File: src/brwa_pkg.sv
// Purpose: Shared constants for the bus real-time clock with alarm
// Assumes: Classic Wishbone, 32-bit words, 8-bit data in the low byte
// Notes:   Byte address of a register is four times its index
package brwa_pkg;

  // Register indices (byte address = index * 4)
  localparam logic [4:0] IDX_HUND   = 5'h00;
  localparam logic [4:0] IDX_HOUR   = 5'h01;
  localparam logic [4:0] IDX_MIN    = 5'h02;
  localparam logic [4:0] IDX_SEC    = 5'h03;
  localparam logic [4:0] IDX_MONTH  = 5'h04;
  localparam logic [4:0] IDX_DATE   = 5'h05;
  localparam logic [4:0] IDX_YEAR   = 5'h06;
  localparam logic [4:0] IDX_DAY    = 5'h07;
  localparam logic [4:0] IDX_ALM0   = 5'h08;
  localparam logic [4:0] IDX_ALM7   = 5'h0f;
  localparam logic [4:0] IDX_STATUS = 5'h10;
  localparam logic [4:0] IDX_MASK   = 5'h11;
  localparam logic [4:0] IDX_CMD    = 5'h12;
  localparam logic [4:0] IDX_POWER  = 5'h13;
  localparam int         ADR_LSB    = 2;
  localparam int         IDX_W      = 5;

  // Status and mask layout
  localparam int ST_ALARM = 0;
  localparam int ST_P100  = 1;
  localparam int ST_P10   = 2;
  localparam int ST_P1S   = 3;
  localparam int ST_PMIN  = 4;
  localparam int ST_PHOUR = 5;
  localparam int ST_PDAY  = 6;
  localparam int ST_W     = 7;

  // Command layout
  localparam int CMD_XTAL_LO = 0;
  localparam int CMD_XTAL_HI = 1;
  localparam int CMD_H24     = 2;
  localparam int CMD_RUN     = 3;
  localparam int CMD_W       = 4;
  localparam logic [3:0] CMD_RESET = 4'h0;

  // Hour byte layout in 12-hour format
  localparam int HOUR_PM = 7;

  // Crystal frequencies in Hz, and the counting rate
  localparam int XTAL_F0  = 32768;
  localparam int XTAL_F1  = 1048576;
  localparam int XTAL_F2  = 2097152;
  localparam int XTAL_F3  = 4194304;
  localparam int TICK_HZ  = 100;
  localparam int ACC_W    = 23;

  // Counter limits and reset values
  localparam logic [6:0] HUND_MAX  = 7'd99;
  localparam logic [5:0] SEC_MAX   = 6'd59;
  localparam logic [5:0] MIN_MAX   = 6'd59;
  localparam logic [4:0] HOUR_MAX  = 5'd23;
  localparam logic [3:0] MONTH_MAX = 4'd12;
  localparam logic [6:0] YEAR_MAX  = 7'd99;
  localparam logic [2:0] DAY_MAX   = 3'd6;
  localparam logic [4:0] DATE_RST  = 5'd1;
  localparam logic [3:0] MONTH_RST = 4'd1;
  localparam logic [3:0] FEB       = 4'd2;

  // Width mask of each time field, by index 0..7
  function automatic logic [7:0] field_mask(input logic [2:0] i);
    case (i)
      3'd0:    field_mask = 8'h7f;
      3'd1:    field_mask = 8'h9f;
      3'd2:    field_mask = 8'h3f;
      3'd3:    field_mask = 8'h3f;
      3'd4:    field_mask = 8'h0f;
      3'd5:    field_mask = 8'h1f;
      3'd6:    field_mask = 8'h7f;
      default: field_mask = 8'h07;
    endcase
  endfunction : field_mask

endpackage : brwa_pkg

File: src/brwa_alarm_mem.sv
// Purpose: Alarm time store, eight bytes, registered read port
// Assumes: Written by the bus slave only
// Notes:   Flat view feeds the comparator in parallel
`timescale 1ns/10ps
module brwa_alarm_mem (
  // Clock and reset
  input  wire logic        clk,
  input  wire logic        arst_n,
  // Write port
  input  wire logic        we,
  input  wire logic [2:0]  waddr,
  input  wire logic [7:0]  wdata,
  // Read port
  input  wire logic [2:0]  raddr,
  output logic      [7:0]  rdata_q,
  // Parallel view
  output logic      [63:0] flat
);

  logic [7:0] mem_q [8];

  always_ff @(posedge clk or negedge arst_n) begin
    if (!arst_n) begin
      for (int i = 0; i < 8; i++) begin
        mem_q[i] <= 8'h00;
      end
    end else if (we) begin
      mem_q[waddr] <= wdata;
    end
  end

  always_ff @(posedge clk or negedge arst_n) begin
    if (!arst_n) begin
      rdata_q <= 8'h00;
    end else begin
      rdata_q <= mem_q[raddr];
    end
  end

  always_comb begin
    for (int i = 0; i < 8; i++) begin
      flat[8*i +: 8] = mem_q[i];
    end
  end

endmodule : brwa_alarm_mem

File: src/brwa_top.sv
// Purpose: Real-time clock with calendar, alarm and periodic interrupts
// Assumes: Classic Wishbone master on clk; osc, ale, power_fail are pins
// Notes:   Osc edges must be well below half the clk rate
//
// The Wishbone slave port and the register addresses were decided locally.
`timescale 1ns/10ps
module brwa_top
  import brwa_pkg::*;
#(
  parameter int F0 = XTAL_F0,
  parameter int F1 = XTAL_F1,
  parameter int F2 = XTAL_F2,
  parameter int F3 = XTAL_F3
) (
  // Clock and reset
  input  wire logic        clk,
  input  wire logic        arst_n,
  // Wishbone slave
  input  wire logic        wb_cyc_i,
  input  wire logic        wb_stb_i,
  input  wire logic        wb_we_i,
  input  wire logic [31:0] wb_adr_i,
  input  wire logic [3:0]  wb_sel_i,
  input  wire logic [31:0] wb_dat_i,
  output logic      [31:0] wb_dat_o,
  output logic             wb_ack_o,
  // Pins
  input  wire logic        osc_i,
  input  wire logic        ale_i,
  input  wire logic        power_fail_i,
  // Interrupt
  output logic             irq_o
);

  // Time counters
  logic [6:0] hund_q;
  logic [5:0] sec_q;
  logic [5:0] min_q;
  logic [4:0] hour_q;
  logic [4:0] date_q;
  logic [3:0] month_q;
  logic [6:0] year_q;
  logic [2:0] day_q;
  logic [7:0] snap_q [8];

  // Control and status
  logic [CMD_W-1:0] cmd_q;
  logic [ST_W-1:0]  status_q;
  logic [ST_W-1:0]  mask_q;
  logic [ST_W-1:0]  ev;
  logic [IDX_W-1:0] idx_q;
  logic [IDX_W-1:0] idx;
  logic [ACC_W-1:0] acc_q;
  logic [ACC_W-1:0] freq;
  logic [2:0]       osc_s_q;
  logic [1:0]       ale_s_q;
  logic [1:0]       pf_s_q;
  logic             tick;
  logic             step;
  logic             chk_q;
  logic             pend_q;
  logic             ack_q;
  logic [31:0]      dat_q;
  logic             acc_go;
  logic             wr_go;
  logic             rd_go;
  logic [7:0]       wbyte;
  logic [7:0]       rbyte;
  logic [7:0]       alm_rd;
  logic [63:0]      alm_flat;
  logic [63:0]      live_flat;
  logic             alm_hit;
  logic             st_read;
  logic             backup;

  function automatic logic [7:0] to_12h(input logic [4:0] h, input logic h24);
    logic [4:0] h12;
    h12 = 5'd0;
    if (h24) begin
      to_12h = {3'b000, h};
    end else begin
      if (h == 5'd0) begin
        h12 = 5'd12;
      end else if (h > 5'd12) begin
        h12 = h - 5'd12;
      end else begin
        h12 = h;
      end
      to_12h = {(h >= 5'd12), 2'b00, h12};
    end
  endfunction : to_12h

  function automatic logic [4:0] from_12h(input logic [7:0] b, input logic h24);
    logic [4:0] h;
    h = b[4:0];
    if (h24) begin
      from_12h = h;
    end else begin
      if (h == 5'd12) begin
        h = 5'd0;
      end
      from_12h = b[HOUR_PM] ? h + 5'd12 : h;
    end
  endfunction : from_12h

  function automatic logic [4:0] month_days(input logic [3:0] m, input logic leap);
    case (m)
      4'd2:                      month_days = leap ? 5'd29 : 5'd28;
      4'd4, 4'd6, 4'd9, 4'd11:   month_days = 5'd30;
      default:                   month_days = 5'd31;
    endcase
  endfunction : month_days

  // Pin synchronisers; first stage feeds only the second
  always_ff @(posedge clk or negedge arst_n) begin
    if (!arst_n) begin
      osc_s_q <= 3'b000;
      ale_s_q <= 2'b11;
      pf_s_q  <= 2'b00;
    end else begin
      osc_s_q <= {osc_s_q[1:0], osc_i};
      ale_s_q <= {ale_s_q[0], ale_i};
      pf_s_q  <= {pf_s_q[0], power_fail_i};
    end
  end

  assign backup = pf_s_q[1];

  // Phase accumulator keeps exact 100 Hz even from a 32768 Hz crystal
  always_comb begin
    unique case (cmd_q[CMD_XTAL_HI:CMD_XTAL_LO])
      2'd0: freq = ACC_W'(F0);
      2'd1: freq = ACC_W'(F1);
      2'd2: freq = ACC_W'(F2);
      2'd3: freq = ACC_W'(F3);
    endcase
  end

  always_ff @(posedge clk or negedge arst_n) begin
    if (!arst_n) begin
      acc_q <= '0;
      tick  <= 1'b0;
    end else begin
      tick <= 1'b0;
      if (osc_s_q[1] && !osc_s_q[2]) begin
        if (acc_q + ACC_W'(TICK_HZ) >= freq) begin
          acc_q <= acc_q + ACC_W'(TICK_HZ) - freq;
          tick  <= 1'b1;
        end else begin
          acc_q <= acc_q + ACC_W'(TICK_HZ);
        end
      end
    end
  end

  assign step = tick && cmd_q[CMD_RUN];

  // Periodic events at 100 Hz, 10 Hz, 1 s, 1 min, 1 h, 1 day
  always_comb begin
    ev           = '0;
    ev[ST_P100]  = step;
    ev[ST_P10]   = step && ((hund_q % 7'd10) == 7'd9);
    ev[ST_P1S]   = step && (hund_q >= HUND_MAX);
    ev[ST_PMIN]  = ev[ST_P1S] && (sec_q >= SEC_MAX);
    ev[ST_PHOUR] = ev[ST_PMIN] && (min_q >= MIN_MAX);
    ev[ST_PDAY]  = ev[ST_PHOUR] && (hour_q >= HOUR_MAX);
    ev[ST_ALARM] = alm_hit;
  end

  // Address latch: transparent while strobe high, so direct mode works too
  assign idx = ale_s_q[1] ? wb_adr_i[ADR_LSB +: IDX_W] : idx_q;

  always_ff @(posedge clk or negedge arst_n) begin
    if (!arst_n) begin
      idx_q <= '0;
    end else if (ale_s_q[1]) begin
      idx_q <= wb_adr_i[ADR_LSB +: IDX_W];
    end
  end

  // Bus handshake: two wait states, ack in the third request cycle, let the alarm store answer
  always_ff @(posedge clk or negedge arst_n) begin
    if (!arst_n) begin
      pend_q <= 1'b0;
      ack_q  <= 1'b0;
    end else begin
      pend_q <= wb_cyc_i && wb_stb_i && !pend_q && !ack_q;
      ack_q  <= pend_q && wb_cyc_i && wb_stb_i;
    end
  end

  assign acc_go  = pend_q && wb_cyc_i && wb_stb_i;
  assign wr_go   = acc_go && wb_we_i && wb_sel_i[0] && !backup;
  assign rd_go   = acc_go && !wb_we_i && !backup;
  assign wbyte   = wb_dat_i[7:0];
  assign st_read = rd_go && (idx == IDX_STATUS);
  assign wb_ack_o = ack_q;
  assign wb_dat_o = dat_q;

  // Time counters, host write wins over a tick in the same cycle
  always_ff @(posedge clk or negedge arst_n) begin
    if (!arst_n) begin
      hund_q  <= '0;
      sec_q   <= '0;
      min_q   <= '0;
      hour_q  <= '0;
      date_q  <= DATE_RST;
      month_q <= MONTH_RST;
      year_q  <= '0;
      day_q   <= '0;
    end else if (wr_go && idx <= IDX_DAY) begin
      unique case (idx[2:0])
        3'd0: hund_q  <= 7'(wbyte & field_mask(3'd0));
        3'd1: hour_q  <= from_12h(wbyte & field_mask(3'd1), cmd_q[CMD_H24]);
        3'd2: min_q   <= wbyte[5:0];
        3'd3: sec_q   <= wbyte[5:0];
        3'd4: month_q <= wbyte[3:0];
        3'd5: date_q  <= wbyte[4:0];
        3'd6: year_q  <= wbyte[6:0];
        3'd7: day_q   <= wbyte[2:0];
      endcase
    end else if (step) begin
      if (hund_q < HUND_MAX) begin
        hund_q <= hund_q + 7'd1;
      end else begin
        hund_q <= '0;
        if (sec_q < SEC_MAX) begin
          sec_q <= sec_q + 6'd1;
        end else begin
          sec_q <= '0;
          if (min_q < MIN_MAX) begin
            min_q <= min_q + 6'd1;
          end else begin
            min_q <= '0;
            if (hour_q < HOUR_MAX) begin
              hour_q <= hour_q + 5'd1;
            end else begin
              hour_q <= '0;
              day_q  <= (day_q >= DAY_MAX) ? 3'd0 : day_q + 3'd1;
              if (date_q < month_days(month_q, year_q[1:0] == 2'b00)) begin
                date_q <= date_q + 5'd1;
              end else begin
                date_q <= DATE_RST;
                if (month_q < MONTH_MAX) begin
                  month_q <= month_q + 4'd1;
                end else begin
                  month_q <= MONTH_RST;
                  year_q  <= (year_q >= YEAR_MAX) ? 7'd0 : year_q + 7'd1;
                end
              end
            end
          end
        end
      end
    end
  end

  // Live time in register layout, for snapshot and alarm compare
  always_comb begin
    live_flat        = '0;
    live_flat[6:0]   = hund_q;
    live_flat[15:8]  = to_12h(hour_q, cmd_q[CMD_H24]);
    live_flat[21:16] = min_q;
    live_flat[29:24] = sec_q;
    live_flat[35:32] = month_q;
    live_flat[44:40] = date_q;
    live_flat[54:48] = year_q;
    live_flat[58:56] = day_q;
  end

  // Snapshot taken on every hundredths read outside backup
  always_ff @(posedge clk or negedge arst_n) begin
    if (!arst_n) begin
      for (int i = 0; i < 8; i++) begin
        snap_q[i] <= 8'h00;
      end
    end else if (rd_go && idx == IDX_HUND) begin
      for (int i = 0; i < 8; i++) begin
        snap_q[i] <= live_flat[8*i +: 8];
      end
    end
  end

  brwa_alarm_mem u_alarm (
    .clk     (clk),
    .arst_n  (arst_n),
    .we      (wr_go && idx >= IDX_ALM0 && idx <= IDX_ALM7),
    .waddr   (idx[2:0]),
    .wdata   (wbyte & field_mask(idx[2:0])),
    .raddr   (idx[2:0]),
    .rdata_q (alm_rd),
    .flat    (alm_flat)
  );

  // Compare one cycle after a step, once the counters have moved
  always_ff @(posedge clk or negedge arst_n) begin
    if (!arst_n) begin
      chk_q <= 1'b0;
    end else begin
      chk_q <= step;
    end
  end

  assign alm_hit = chk_q && (live_flat == alm_flat);

  // Control registers
  always_ff @(posedge clk or negedge arst_n) begin
    if (!arst_n) begin
      cmd_q  <= CMD_RESET;
      mask_q <= '0;
    end else if (wr_go) begin
      if (idx == IDX_CMD) begin
        cmd_q <= wbyte[CMD_W-1:0];
      end
      if (idx == IDX_MASK) begin
        mask_q <= wbyte[ST_W-1:0];
      end
    end
  end

  // Sticky status; a new event beats a read or write-one clear
  always_ff @(posedge clk or negedge arst_n) begin
    if (!arst_n) begin
      status_q <= '0;
    end else begin
      status_q <= (status_q & ~((st_read ? status_q : '0) |
                   ((wr_go && idx == IDX_STATUS) ? wbyte[ST_W-1:0] : '0))) | ev;
    end
  end

  assign irq_o = |(status_q & mask_q);

  // Read mux
  always_comb begin
    rbyte = 8'h00;
    if (idx == IDX_HUND) begin
      rbyte = live_flat[7:0];
    end else if (idx <= IDX_DAY) begin
      rbyte = snap_q[idx[2:0]];
    end else if (idx <= IDX_ALM7) begin
      rbyte = alm_rd;
    end else if (idx == IDX_STATUS) begin
      rbyte = {1'b0, status_q};
    end else if (idx == IDX_MASK) begin
      rbyte = {1'b0, mask_q};
    end else if (idx == IDX_CMD) begin
      rbyte = {4'h0, cmd_q};
    end else if (idx == IDX_POWER) begin
      rbyte = {7'h00, backup};
    end
  end

  // Data lanes carry a value only in the acknowledged read cycle
  always_ff @(posedge clk or negedge arst_n) begin
    if (!arst_n) begin
      dat_q <= '0;
    end else begin
      dat_q <= rd_go ? {24'h000000, rbyte} : 32'h00000000;
    end
  end

endmodule : brwa_top

File: config.mk
export PLATFORM = sky130hd
export DESIGN_NAME = brwa_top
export DESIGN_NICKNAME = d
export VERILOG_FILES = /design/src/brwa_pkg.sv /design/src/brwa_alarm_mem.sv /design/src/brwa_top.sv
export SDC_FILE = /design/constraint.sdc
export NUM_CORES = 1
export LEC_CHECK = 0
export ABC_AREA = 1
export BUFFER_PORTS_ARGS = -buffer_cell sky130_fd_sc_hd__buf_2
export CAP_MARGIN = 5
export CORE_MARGIN = 2
export CORE_UTILIZATION = 53
export DETAILED_ROUTE_END_ITERATION = 16
export MAX_ROUTING_LAYER = met4
export PLACE_DENSITY = 0.86
export SYNTH_ARGS = -nofsm -noshare
export SYNTH_HDL_FRONTEND = slang
export SYNTH_HIERARCHICAL = 1
export SYNTH_SLANG_ARGS = --single-unit
File: constraint.sdc
create_clock -name clk -period 2.4 [get_ports clk]
set_input_delay 0 -clock clk [delete_from_list [all_inputs] [get_ports clk]]
set_output_delay 0 -clock clk [all_outputs]
set_load 0.005 [all_outputs]
==> impl_metrics.sql, run 1 <==
INSERT INTO impl_metrics (metric_group, metric, value, unit) VALUES
('setup_path', 'cp_data_required_time', '2810', 'ps'),
('setup_path', 'cp_top_family', 'simple AND/OR/NAND/NOR gates', ''),
('power', 'power.combinational.fraction', '0.278', ''),
('setup_path', 'worstSetupStartpointType', 'register', ''),
('drt', 'vias_per_cell', '5.75', ''),
('timing', 'maxSlewHeadroom', '0.525', ''),
('cells_and_area', 'post-route-util', '0.651', ''),
('placed_design', 'placed_cells_incl_taps', '2082', ''),
('timing', 'worst_pin_slew', '707', 'ps'),
('drt', 'detailedRoute.firstPassIterationCount', '6', ''),
('power', 'ir_worst_vdd', '0.522', 'mV'),
('setup_path', 'worst-path-buf-inv', '3', ''),
('setup_path', 'criticalPathCategory', 'reg -> reg', ''),
('cells_and_area', 'drive_above_1_share', '0.172', ''),
('power', 'cell_internal_pwr', '0.00739', 'W'),
('cells_and_area', 'flow.area_growth_from_synthesis', '20.6', '%'),
('cts', 'clockBufferDepth', '3', ''),
('floorplanning', 'placement_rows', '56', ''),
('power', 'swShare', '0.319', ''),
('synthesis', 'yosys-top-cells-count', 'sky130_fd_sc_hd__nand2_1, sky130_fd_sc_hd__inv_1, sky130_fd_sc_hd__dfrtp_1', ''),
('cts', 'cts.sink_count', '216', ''),
('run', 'cap_viol_max_count', '0', ''),
('synthesis', 'post_synth_edffs', '0', ''),
('floorplanning', 'fp.dieArea', '25100', 'um2'),
('synthesis', 'yosys_register_bits', '216', ''),
('run_status', 'outcome', 'finished, violations left', ''),
('timing', 'postLayoutSetupSlackWorst', '-180', 'ps'),
('placed_design', 'post-dp-hpwl', '28000', 'um'),
('synthesis', 'synth.top_cell.area_share', '0.420', ''),
('placed_design', 'finalWeightedCongestion', '1.03', ''),
('floorplanning', 'fp.coreArea', '23400', 'um2'),
('cts', 'worst_setup_hold_path_clk_slew', '60', 'ps'),
('cts', 'root_buffer', 'sky130_fd_sc_hd__clkbuf_16', ''),
('timing', 'report.final.setup_viol', '9', ''),
('setup_path', 'critical-path-max-stage-delay', '420', 'ps'),
('global_route', 'grt_start_max_net_pins', '71', ''),
('cts', 'cts_buffer_count', '25', ''),
('synthesis', 'synthMostInstantiatedCell', 'sky130_fd_sc_hd__nand2_1', ''),
('drt', 'detail_route.iter0.violations', '1630', ''),
('timing', 'rsz0062_at_grt', 'true', ''),
('cts', 'tritoncts', 'yes', ''),
('synthesis', 'synth_area_per_inst', '7.49', 'um2'),
('power', 'part_of_the_power_in_registers', '0.370', ''),
('floorplanning', 'effective_utilization_at_floorplan', '0.540', ''),
('placed_design', 'postPlaceCellArea', '13600', 'um2'),
('global_route', 'grt_remaining_overflow', '0', ''),
('power', 'power_frac_clock', '0.352', ''),
('floorplanning', 'die_h', '158', 'um'),
('cells_and_area', 'nets_final', '1942', ''),
('timing', 'fmaxAchievable', '388', 'MHz'),
('floorplanning', 'boundaryPins', '110', ''),
('timing', 'hold_slack', '26.4', 'ps'),
('setup_path', 'timing.critical_path.mode_cell', 'sky130_fd_sc_hd__nand2_1', ''),
('drt', 'routed-via-count', '12500', ''),
('worst_hold_path', 'holdCritPathClass', 'in -> async', ''),
('drt', 'post-route-drc-count', '0', ''),
('drt', 'antenna_left', '0', ''),
('cells_and_area', 'stdcell_count', '2175', ''),
('synthesis', 'yosys_warnings', '6', ''),
('global_route', 'antenna_found_initial', '1', ''),
('global_route', 'grt_pass1_wl', '60700', 'um'),
('cts', 'cts-htree-levels', '1', ''),
('setup_path', 'worst-path-max-fanout', '8', ''),
('synthesis', 'synth.distinct_cells', '55', ''),
('run_status', 'failed_checks', 'setup timing', ''),
('synthesis', 'synth_sequential_area_ratio', '0.428', ''),
('drt', 'route.detailed.wl_per_inst', '18.6', 'um'),
('setup_path', 'worstPathCellList', 'inv_1, nor2_1, nand3_4, nor2_4, nand3_2, xor2_2, inv_2, ha_4, nand2_1, inv_2, nand2_1, nand2_2, nor2_4, nand2_4, nand2_1, nand2_1, nand2_1, nand2_1', ''),
('power', 'total_switching_power', '0.00346', 'W'),
('synthesis', 'async_flop_share', '1.00', ''),
('global_route', 'groute.usage.overall', '0.319', '');
metal layers:
layer / up-vias / share of wire / global-route usage
met5: - / 0 / -
met4: 0 / 0.043 / 0.121
li1: 5714 / - / -
met1: 5909 / 0.40 / 0.425
met2: 733 / 0.45 / 0.487
met3: 152 / 0.11 / 0.0631
worst reg2reg max path: stages, from the launching register on:
cell	delay (ps)
sky130_fd_sc_hd__dfrtp_1	420
sky130_fd_sc_hd__inv_1	80
sky130_fd_sc_hd__nor2_1	270
sky130_fd_sc_hd__nand3_4	120
sky130_fd_sc_hd__nor2_4	110
sky130_fd_sc_hd__nand3_2	90
sky130_fd_sc_hd__xor2_2	190
sky130_fd_sc_hd__inv_2	70
sky130_fd_sc_hd__ha_4	250
sky130_fd_sc_hd__nand2_1	80
sky130_fd_sc_hd__inv_2	50
sky130_fd_sc_hd__nand2_1	80
sky130_fd_sc_hd__nand2_2	80
sky130_fd_sc_hd__nor2_4	220
sky130_fd_sc_hd__nand2_4	130
sky130_fd_sc_hd__nand2_1	80
sky130_fd_sc_hd__nand2_1	50
sky130_fd_sc_hd__nand2_1	50
sky130_fd_sc_hd__nand2_1	50
area by class of cell:
| cell class | count | area (um2) | share of cell area |
|---|---|---|---|
| sequential | 216 | 5410 | 0.355 |
| multi-input combinational | 1190 | 6390 | 0.420 |
| inverter | 233 | 880 | 0.0578 |
| timing repair buffer | 173 | 1330 | 0.0870 |
| antenna | 1 | 2.50 | 0.000164 |
| clock buffer | 33 | 716 | 0.0470 |
| tap | 319 | 399 | 0.0262 |
| clock inverter | 10 | 103 | 0.00674 |
cells in the final DEF (no fill, tap or decap), types with 21 or more instances in the layout:
cell type,instances
sky130_fd_sc_hd__buf_4,119
sky130_fd_sc_hd__clkbuf_16,25
sky130_fd_sc_hd__dfrtp_1,212
sky130_fd_sc_hd__nand3_1,72
sky130_fd_sc_hd__xor2_1,23
sky130_fd_sc_hd__nand2_1,489
sky130_fd_sc_hd__a21oi_1,25
sky130_fd_sc_hd__o21ai_1,23
sky130_fd_sc_hd__inv_1,214
sky130_fd_sc_hd__ha_1,21
sky130_fd_sc_hd__buf_2,30
sky130_fd_sc_hd__o21ai_0,184
sky130_fd_sc_hd__conb_1,24
sky130_fd_sc_hd__nor2_1,90
power groups by stage:
| stage | clock network [W] | registers, W | logic (W) |
|---|---|---|---|
| 2_1_floorplan | 0 | 0.00404 | 0.00143 |
| 3_3_place_gp | 0 | 0.00404 | 0.00224 |
| 3_5_place_dp | 0 | 0.00405 | 0.00228 |
| 4_1_cts | 0.00382 | 0.00398 | 0.00254 |
| 5_1_grt | 0.00400 | 0.00403 | 0.00329 |
| 6_report | 0.00382 | 0.00401 | 0.00302 |
state kept, by name (all words and copies together), names as in the netlist, 6 cells and up:
register and flops:
wb_dat_o 8, u_alarm/flat 64, u_alarm/rdata_q 8, status_q 7, min_q 6, acc_q 21
year_q 7, sec_q 6, snap_q 38, mask_q 7, hund_q 7
timing repair:
action / CTS / global route
hold buffers: 15 / 1
buffers inserted: 8 / 23
resized for setup: 23 / 64
pin swaps: 23 / 33
cloned: 1 / 2
setup endpoints to repair: 9 / 90
hold endpoints to repair: 245 / 2
through the flow:
stage | setup TNS, ps | power (W)
CTS | -4620 | 0.0103
detailed placement | -1610 | 0.00633
floorplan | -101 | 0.00548
finish | -1290 | 0.0109
global route | -3220 | 0.0113
global placement | -1080 | 0.00628
final timing paths:
kind                            cells after the start  slack [ps]         end   startpoint
worst max-delay path                               18        -180   acc_q[19]    acc_q[13]
worst min-delay path                                2          30    idx_q[0]       arst_n
worst max register to register                     18        -180   acc_q[19]    acc_q[13]
worst min register to register                      0         340   pf_s_q[1]    pf_s_q[0]
max in group asynchronous                           3        1560  month_q[0]       arst_n
min in group clk                                    6          60    idx_q[3]  wb_adr_i[5]
logic make-up (layout without fill, tap and decap cells):
| logic type | after synthesis | in the layout | synth area share |
|---|---|---|---|
| buffers and inverters | 306 | 449 | 0.105 |
| AOI/OAI and AO/OA | 319 | 319 | 0.145 |
| adders and majority gates | 27 | 27 | 0.0268 |
| other | 1 | 25 | 0.000297 |
| muxes | 1 | 1 | 0.000892 |
| and+or+nand+nor | 771 | 774 | 0.263 |
| xor gates and xnor gates | 45 | 45 | 0.0312 |
| DFF | 216 | 216 | 0.428 |
No activity file was read; power rests on OpenSTA's default activity.
==> inputs of run 2 (changes only) <==
--- a/config.mk
+++ b/config.mk
@@ -10,8 +10,8 @@
 export CAP_MARGIN = 5
 export CORE_MARGIN = 2
 export CORE_UTILIZATION = 53
+export CTS_BUF_LIST = sky130_fd_sc_hd__clkbuf_8
 export DETAILED_ROUTE_END_ITERATION = 16
-export MAX_ROUTING_LAYER = met4
 export PLACE_DENSITY = 0.86
 export SYNTH_ARGS = -nofsm -noshare
 export SYNTH_HDL_FRONTEND = slang
==> run 2 against run 1 <==
Against the previous run: the flow still finishes with violations (setup timing); register-to-register slack got worse by 120 ps; die area unchanged; global-route usage decreased by 0.56 points; critical endpoint is now acc_q[21]; highest routed layer unchanged.
==> impl_metrics.sql, run 2 (synthesis results as in run 1) <==
INSERT INTO impl_metrics (metric_group, metric, value, unit) VALUES
('run_status', 'outcome', 'finished, violations left', ''),
('run_status', 'failed_checks', 'setup timing', ''),
('setup_path', 'critPathSlowestCell', 'sky130_fd_sc_hd__dfrtp_1', ''),
('cts', 'worst_setup_hold_path_clk_slew', '60', 'ps'),
('global_route', 'groute.usage.overall', '0.314', ''),
('run', 'cap_viol_max_count', '0', ''),
('drt', 'vias_per_cell', '5.84', ''),
('drt', 'route.detailed.wl_per_inst', '18.5', 'um'),
('global_route', 'grt_start_max_net_pins', '74', ''),
('setup_path', 'critPathCaptureType', 'register', ''),
('setup_path', 'setup.reg_to_reg.worst_slack', '-300', 'ps'),
('cts', 'cts.sink_count', '216', ''),
('drt', 'detailedRoute.firstPassIterationCount', '6', ''),
('cells_and_area', 'most_common_library_cell_in_the_layout_ignoring_fill_and_taps', 'sky130_fd_sc_hd__nand2_1', ''),
('floorplanning', 'placement_rows', '56', ''),
('drt', 'detail_route.iter0.violations', '1759', ''),
('cells_and_area', 'largest_register_ff_count', '64', ''),
('setup_path', 'worst-path-max-fanout', '8', ''),
('cts', 'cts-htree-levels', '2', ''),
('setup_path', 'reg2reg_from', 'acc_q[7]', ''),
('setup_path', 'critical-path-max-stage-delay', '390', 'ps'),
('timing', 'postLayoutSetupSlackWorst', '-301', 'ps'),
('timing', 'hold_viol_final', '0', ''),
('cts', 'cts_buffer_count', '38', ''),
('global_route', 'first_global_vias', '11700', ''),
('setup_path', 'r2r-end', 'acc_q[21]', ''),
('cells_and_area', 'drive_above_1_share', '0.168', ''),
('drt', 'routed-via-count', '12700', ''),
('drt', 'post-route-drc-count', '0', ''),
('global_route', 'grt_remaining_overflow', '0', ''),
('timing', 'fin_tns_setup', '-2270', 'ps'),
('cells_and_area', 'flow.area_growth_from_synthesis', '18.7', '%'),
('floorplanning', 'boundaryPins', '110', ''),
('cts', 'clk-insertion-delay-late', '550', 'ps'),
('cts', 'root_buffer', 'sky130_fd_sc_hd__clkbuf_8', ''),
('cells_and_area', 'post-route-util', '0.640', ''),
('timing', 'maxSlewHeadroom', '0.508', ''),
('timing', 'worst_pin_slew', '732', 'ps'),
('global_route', 'antenna_found_initial', '0', ''),
('timing', 'report.final.setup_viol', '9', ''),
('timing', 'fmaxAchievable', '370', 'MHz'),
('setup_path', 'r2r.worst_path.cells', '20', ''),
('setup_path', 'criticalPathCategory', 'reg -> reg', ''),
('timing', 'rsz0062_at_grt', 'true', ''),
('power', 'power-per-cell-area', '698', 'nW/um2'),
('timing', 'slew_violations', '0', ''),
('placed_design', 'finalWeightedCongestion', '1.01', ''),
('global_route', 'grt_pass1_wl', '61200', 'um'),
('setup_path', 'cp_data_required_time', '2830', 'ps'),
('cells_and_area', 'nets_final', '1930', ''),
('setup_path', 'cp_top_family', 'simple AND/OR/NAND/NOR gates', ''),
('timing', 'clock_skew', '29.7', 'ps'),
('drt', 'antenna_left', '0', ''),
('floorplanning', 'fp.dieArea', '25100', 'um2'),
('worst_hold_path', 'holdCritPathClass', 'in -> async', ''),
('cts', 'tritoncts', 'yes', ''),
('floorplanning', 'effective_utilization_at_floorplan', '0.540', ''),
('cts', 'clockBufferDepth', '3', ''),
('floorplanning', 'floorplan.die.width', '158', 'um'),
('floorplanning', 'fp.coreArea', '23400', 'um2'),
('timing', 'finalWorstPathRequiredPeriod', '2700', 'ps'),
('power', 'ir_worst_vdd', '0.491', 'mV'),
('setup_path', 'worst-endpoint-arrival', '3130', 'ps'),
('setup_path', 'worstPathCellList', 'nand2_2, nor2_4, buf_4, nand3_4, nor2_2, buf_4, buf_4, buf_4, nand2_1, nand2_2, ha_1, nand3_2, nor2_4, nor2_2, nor2_4, nand2_4, nand2_2, nand2_2, nand2_1, nand2_1', ''),
('cells_and_area', 'most-common-layout-cells', 'sky130_fd_sc_hd__nand2_1, sky130_fd_sc_hd__inv_1, sky130_fd_sc_hd__dfrtp_1', ''),
('floorplanning', 'die_h', '158', 'um'),
('setup_path', 'worstSetupStartpointType', 'register', ''),
('drt', 'totalWireLength', '40100', 'um'),
('timing', 'final.period_utilization', '1.13', ''),
('placed_design', 'post-dp-hpwl', '27200', 'um'),
('power', 'static-leakage-power', '7.41', 'nW'),
('placed_design', 'portBuffers', '31', ''),
('setup_path', 'worst-path-buf-inv', '4', '');
run 2: cell types whose count changed in the layout (fill, tap and decap cells not counted), moves of 4 or more:
cell                        before  now
sky130_fd_sc_hd__buf_4         119   95
sky130_fd_sc_hd__clkbuf_16      25    0
sky130_fd_sc_hd__clkbuf_8        6   48
sky130_fd_sc_hd__clkinv_2        7    2
sky130_fd_sc_hd__inv_1         214  232
sky130_fd_sc_hd__inv_2          17   13
sky130_fd_sc_hd__nand2_1       489  481
sky130_fd_sc_hd__nand2_2        13   19
run 2: cell type report:
| type | count | area [um2] |
|---|---|---|
| Antenna cell | 1 | 2.50 |
| Clock buffer | 48 | 661 |
| Clock inverter | 18 | 101 |
| Fill cell | 1886 | 8420 |
| Inverter | 233 | 880 |
| Multi-Input combinational cell | 1189 | 6380 |
| Sequential cell | 216 | 5410 |
| Tap cell | 319 | 399 |
| Timing Repair Buffer | 149 | 1150 |
run 2: worst max path at each step:
stage / from / endpoint / slack (ps) / cells after the start
2_1_floorplan: acc_q[2] / acc_q[15] / -40 / 17
3_3_place_gp: acc_q[2] / acc_q[17] / -100 / 18
3_5_place_dp: acc_q[2] / acc_q[22] / -220 / 15
4_1_cts: acc_q[2] / acc_q[19] / -150 / 18
5_1_grt: acc_q[7] / acc_q[21] / -760 / 19
6_report: acc_q[7] / acc_q[21] / -300 / 20
run 2: per-stage QoR:
step           setup WS (ps)  hold slack (ps)  total power, W  cells  area (um2)
3_3_place_gp            -101             5.34         0.00626   2064       13500
5_1_grt                 -760             65.5          0.0109   2172       15000
6_report                -301             2.49          0.0105   2173       15000
3_5_place_dp            -221             7.48         0.00632   2064       13500
4_1_cts                 -150             34.1          0.0100   2156       14600
2_1_floorplan          -39.8             -296         0.00548   1709       12800
run 2: worst reg2reg max path, stage by stage, from the launching register on:
cell and delay, ps:
sky130_fd_sc_hd__dfrtp_1 390, sky130_fd_sc_hd__nand2_2 100, sky130_fd_sc_hd__nor2_4 140, sky130_fd_sc_hd__buf_4 140, sky130_fd_sc_hd__nand3_4 70, sky130_fd_sc_hd__nor2_2 150, sky130_fd_sc_hd__buf_4 140, sky130_fd_sc_hd__buf_4 90
sky130_fd_sc_hd__buf_4 90, sky130_fd_sc_hd__nand2_1 70, sky130_fd_sc_hd__nand2_2 90, sky130_fd_sc_hd__ha_1 190, sky130_fd_sc_hd__nand3_2 110, sky130_fd_sc_hd__nor2_4 150, sky130_fd_sc_hd__nor2_2 60, sky130_fd_sc_hd__nor2_4 180
sky130_fd_sc_hd__nand2_4 130, sky130_fd_sc_hd__nand2_2 100, sky130_fd_sc_hd__nand2_2 60, sky130_fd_sc_hd__nand2_1 50, sky130_fd_sc_hd__nand2_1 60
run 2: metal layers:
layer  wire (um)  GRT usage  share of wire
met1       15200      0.416           0.38
met2       18200      0.498           0.45
met3        4730     0.0691           0.12
met4        2040      0.137          0.051
met5           0          0              0
run 2: power by group:
part | total, W | switching [W] | leakage [nW] | internal [W]
registers | 0.00403 | 0.000184 | 2.72 | 0.00385
clock network | 0.00346 | 0.00156 | 0.446 | 0.00190
logic | 0.00296 | 0.00177 | 4.24 | 0.00119
run 2: what timing repair did:
item,in CTS,in global routing
hold endpoints to repair,235,2
gates resized for setup,39,54
pin swaps,13,28
cloned,0,2
endpoints found under the setup margin,43,110
setup buffers,11,14
hold buffers,15,1
==> inputs of run 3 (changes only) <==
--- a/config.mk
+++ b/config.mk
@@ -9,10 +9,10 @@
 export BUFFER_PORTS_ARGS = -buffer_cell sky130_fd_sc_hd__buf_2
 export CAP_MARGIN = 5
 export CORE_MARGIN = 2
-export CORE_UTILIZATION = 53
+export CORE_UTILIZATION = 40
 export CTS_BUF_LIST = sky130_fd_sc_hd__clkbuf_8
 export DETAILED_ROUTE_END_ITERATION = 16
-export PLACE_DENSITY = 0.86
+export PLACE_DENSITY = 0.7
 export SYNTH_ARGS = -nofsm -noshare
 export SYNTH_HDL_FRONTEND = slang
 export SYNTH_HIERARCHICAL = 1
==> run 3 against run 2 <==
Against the previous run: the flow still finishes with violations (setup timing); sequential power hardly changed; via count is 4.7% lower; register-to-register slack improved by 180 ps; hold slack improved by 15 ps; first-iteration DRC count down 30%; critical path depth is 3 lower; largest cell class unchanged; largest power group unchanged; highest routed layer is now met5.
==> impl_metrics.sql, run 3 (synthesis results as in run 1) <==
INSERT INTO impl_metrics (metric_group, metric, value, unit) VALUES
('run_status', 'outcome', 'finished, violations left', ''),
('run_status', 'failed_checks', 'setup timing', ''),
('power', 'ir_worst_vdd', '0.378', 'mV'),
('timing', 'report.final.setup_viol', '9', ''),
('setup_path', 'timing.critical_path.mode_cell', 'sky130_fd_sc_hd__nand2_1', ''),
('global_route', 'antenna_found_initial', '1', ''),
('drt', 'vias_per_cell', '5.30', ''),
('cells_and_area', 'nets_final', '1953', ''),
('drt', 'totalWireLength', '39500', 'um'),
('cells_and_area', 'flow.area_growth_from_synthesis', '21.4', '%'),
('drt', 'post-route-drc-count', '0', ''),
('drt', 'antenna_left', '0', ''),
('timing', 'fmaxAchievable', '397', 'MHz'),
('cells_and_area', 'largest_register_ff_count', '64', ''),
('placed_design', 'finalWeightedCongestion', '0.957', ''),
('timing', 'finalWorstPathRequiredPeriod', '2520', 'ps'),
('timing', 'postLayoutSetupSlackWorst', '-119', 'ps'),
('setup_path', 'critPathCaptureType', 'register', ''),
('worst_hold_path', 'holdCritPathClass', 'in -> async', ''),
('timing', 'maxSlewHeadroom', '0.522', ''),
('timing', 'rsz0062_at_grt', 'true', ''),
('placed_design', 'portBuffers', '31', ''),
('global_route', 'grt_start_max_net_pins', '74', ''),
('cts', 'cts_buffer_count', '39', ''),
('setup_path', 'critical-path-max-stage-delay', '360', 'ps'),
('timing', 'hold_viol_final', '0', ''),
('timing', 'clock_skew', '49.2', 'ps'),
('floorplanning', 'fp.dieArea', '33000', 'um2'),
('power', 'total_design_power', '0.0107', 'W'),
('setup_path', 'cp_data_required_time', '2840', 'ps'),
('cells_and_area', 'finalInstanceArea', '15300', 'um2'),
('timing', 'slew_violations', '0', ''),
('drt', 'route.detailed.wl_per_inst', '17.3', 'um'),
('cts', 'tritoncts', 'yes', ''),
('setup_path', 'worstSetupStartpointType', 'register', ''),
('setup_path', 'criticalPathCategory', 'reg -> reg', ''),
('cells_and_area', 'multi_input_comb_area', '6310', 'um2'),
('floorplanning', 'effective_utilization_at_floorplan', '0.403', ''),
('cells_and_area', 'most_common_library_cell_in_the_layout_ignoring_fill_and_taps', 'sky130_fd_sc_hd__nand2_1', ''),
('cells_and_area', 'sequential_cell_area', '5410', 'um2'),
('run', 'cap_viol_max_count', '0', ''),
('cts', 'cts.sink_count', '216', ''),
('global_route', 'grt_pass1_wl', '61800', 'um'),
('floorplanning', 'floorplan.die.width', '182', 'um'),
('floorplanning', 'fp.coreArea', '31300', 'um2'),
('setup_path', 'worst-path-max-fanout', '8', ''),
('drt', 'detailedRoute.firstPassIterationCount', '6', ''),
('cts', 'worst_setup_hold_path_clk_slew', '60', 'ps'),
('setup_path', 'worstPathCellList', 'nand2_2, nor2_4, nand3_2, nor2_2, xor2_1, ha_2, ha_4, nand3_4, nor2_4, buf_4, nor2_2, nor2_4, nand2_4, nand2_1, nand2_1, nand2_1, nand2_1', ''),
('placed_design', 'post-dp-hpwl', '28400', 'um'),
('cells_and_area', 'diodes', '0', ''),
('timing', 'worst_pin_slew', '711', 'ps'),
('power', 'static-leakage-power', '7.50', 'nW'),
('drt', 'routed-via-count', '12100', ''),
('cells_and_area', 'fillers', '2945', ''),
('placed_design', 'postPlaceCellArea', '13900', 'um2'),
('power', 'power-per-cell-area', '695', 'nW/um2'),
('timing', 'final.period_utilization', '1.05', ''),
('cells_and_area', 'drive_above_1_share', '0.167', ''),
('cts', 'clk-insertion-delay-late', '570', 'ps'),
('drt', 'detail_route.iter0.violations', '1233', ''),
('cells_and_area', 'stdcell_count', '2281', ''),
('floorplanning', 'placement_rows', '65', ''),
('cts', 'clockBufferDepth', '3', ''),
('floorplanning', 'die_h', '182', 'um'),
('timing', 'hold_slack', '17.8', 'ps'),
('global_route', 'grt_remaining_overflow', '0', ''),
('placed_design', 'placed_cells_incl_taps', '2173', ''),
('setup_path', 'critPathSlowestCell', 'sky130_fd_sc_hd__dfrtp_1', ''),
('floorplanning', 'boundaryPins', '110', ''),
('cts', 'root_buffer', 'sky130_fd_sc_hd__clkbuf_8', ''),
('global_route', 'first_global_vias', '11500', ''),
('cells_and_area', 'most-common-layout-cells', 'sky130_fd_sc_hd__nand2_1, sky130_fd_sc_hd__inv_1, sky130_fd_sc_hd__dfrtp_1', ''),
('cts', 'cts-htree-levels', '2', ''),
('setup_path', 'worst-endpoint-arrival', '2960', 'ps'),
('global_route', 'groute.usage.overall', '0.236', '');
run 3: cell types whose count changed in the layout (fill, tap and decap cells not counted), sizes merged, moves of 2 or more:
cell / before / now
buf: 134 / 152
inv: 248 / 242
dlygate4sd3: 15 / 18
clkinv: 2 / 6
clkbuf: 48 / 51
clkinvlp: 0 / 2
run 3: cell type report:
| type | count | share of cell area |
|---|---|---|
| Multi-Input combinational cell | 1190 | 0.412 |
| Sequential cell | 216 | 0.353 |
| Timing Repair Buffer | 170 | 0.0895 |
| Inverter | 233 | 0.0574 |
| Clock buffer | 51 | 0.0458 |
| Tap cell | 402 | 0.0328 |
| Clock inverter | 19 | 0.0101 |
run 3: what timing repair did:
action                                 in CTS  in global routing
pin swaps                                  13                 21
hold buffers                               18                  0
endpoints found under the hold margin     266                  0
gates resized for setup                    11                 57
buffers inserted                            4                 13
setup endpoints to repair                  23                126
gates cloned                                1                  2
run 3: layer usage:
metal	up-vias	routed length, um	track usage
li1	5742	-	-
met1	5667	16600	0.313
met2	568	17700	0.373
met3	119	3240	0.0489
met4	2	1840	0.110
met5	-	13	0
run 3: through the flow:
step                      setup WS [ps]  setup TNS [ps]  utilization
after floorplan                   -39.8            -101            -
after global placement             -278           -2180        0.443
after detailed placement           -289           -2320        0.443
after CTS                          -220           -1760        0.478
after global routing               -337           -2890        0.490
final                              -119            -931        0.490
run 3: report_power, final:
group / switching [W] / internal [W]
Combinational: 0.00159 / 0.00124
Sequential: 0.000183 / 0.00385
Clock: 0.00166 / 0.00214
Total: 0.00343 / 0.00722
run 3: path summary, 6_finish.rpt:
check / from / endpoint / slack, ps / depth (start not counted)
setup / recovery: acc_q[9] / acc_q[21] / -120 / 17
hold / removal: arst_n / acc_q[9] / 20 / 2
setup reg to reg: acc_q[9] / acc_q[21] / -120 / 17
hold reg to reg: pf_s_q[0] / pf_s_q[1] / 360 / 0
max in group asynchronous: arst_n / u_alarm/flat[0] / 1610 / 3
min in group clk: wb_adr_i[4] / idx_q[2] / 60 / 4
run 3: critical path, delay by kind of cell, from the launching register on:
| family | cells | cell delay, ps |
|---|---|---|
| and+or+nand+nor | 13 | 1350 |
| adders and majority gates | 2 | 390 |
| DFF | 1 | 360 |
| xor gates and xnor gates | 1 | 200 |
| buffers and inverters | 1 | 120 |
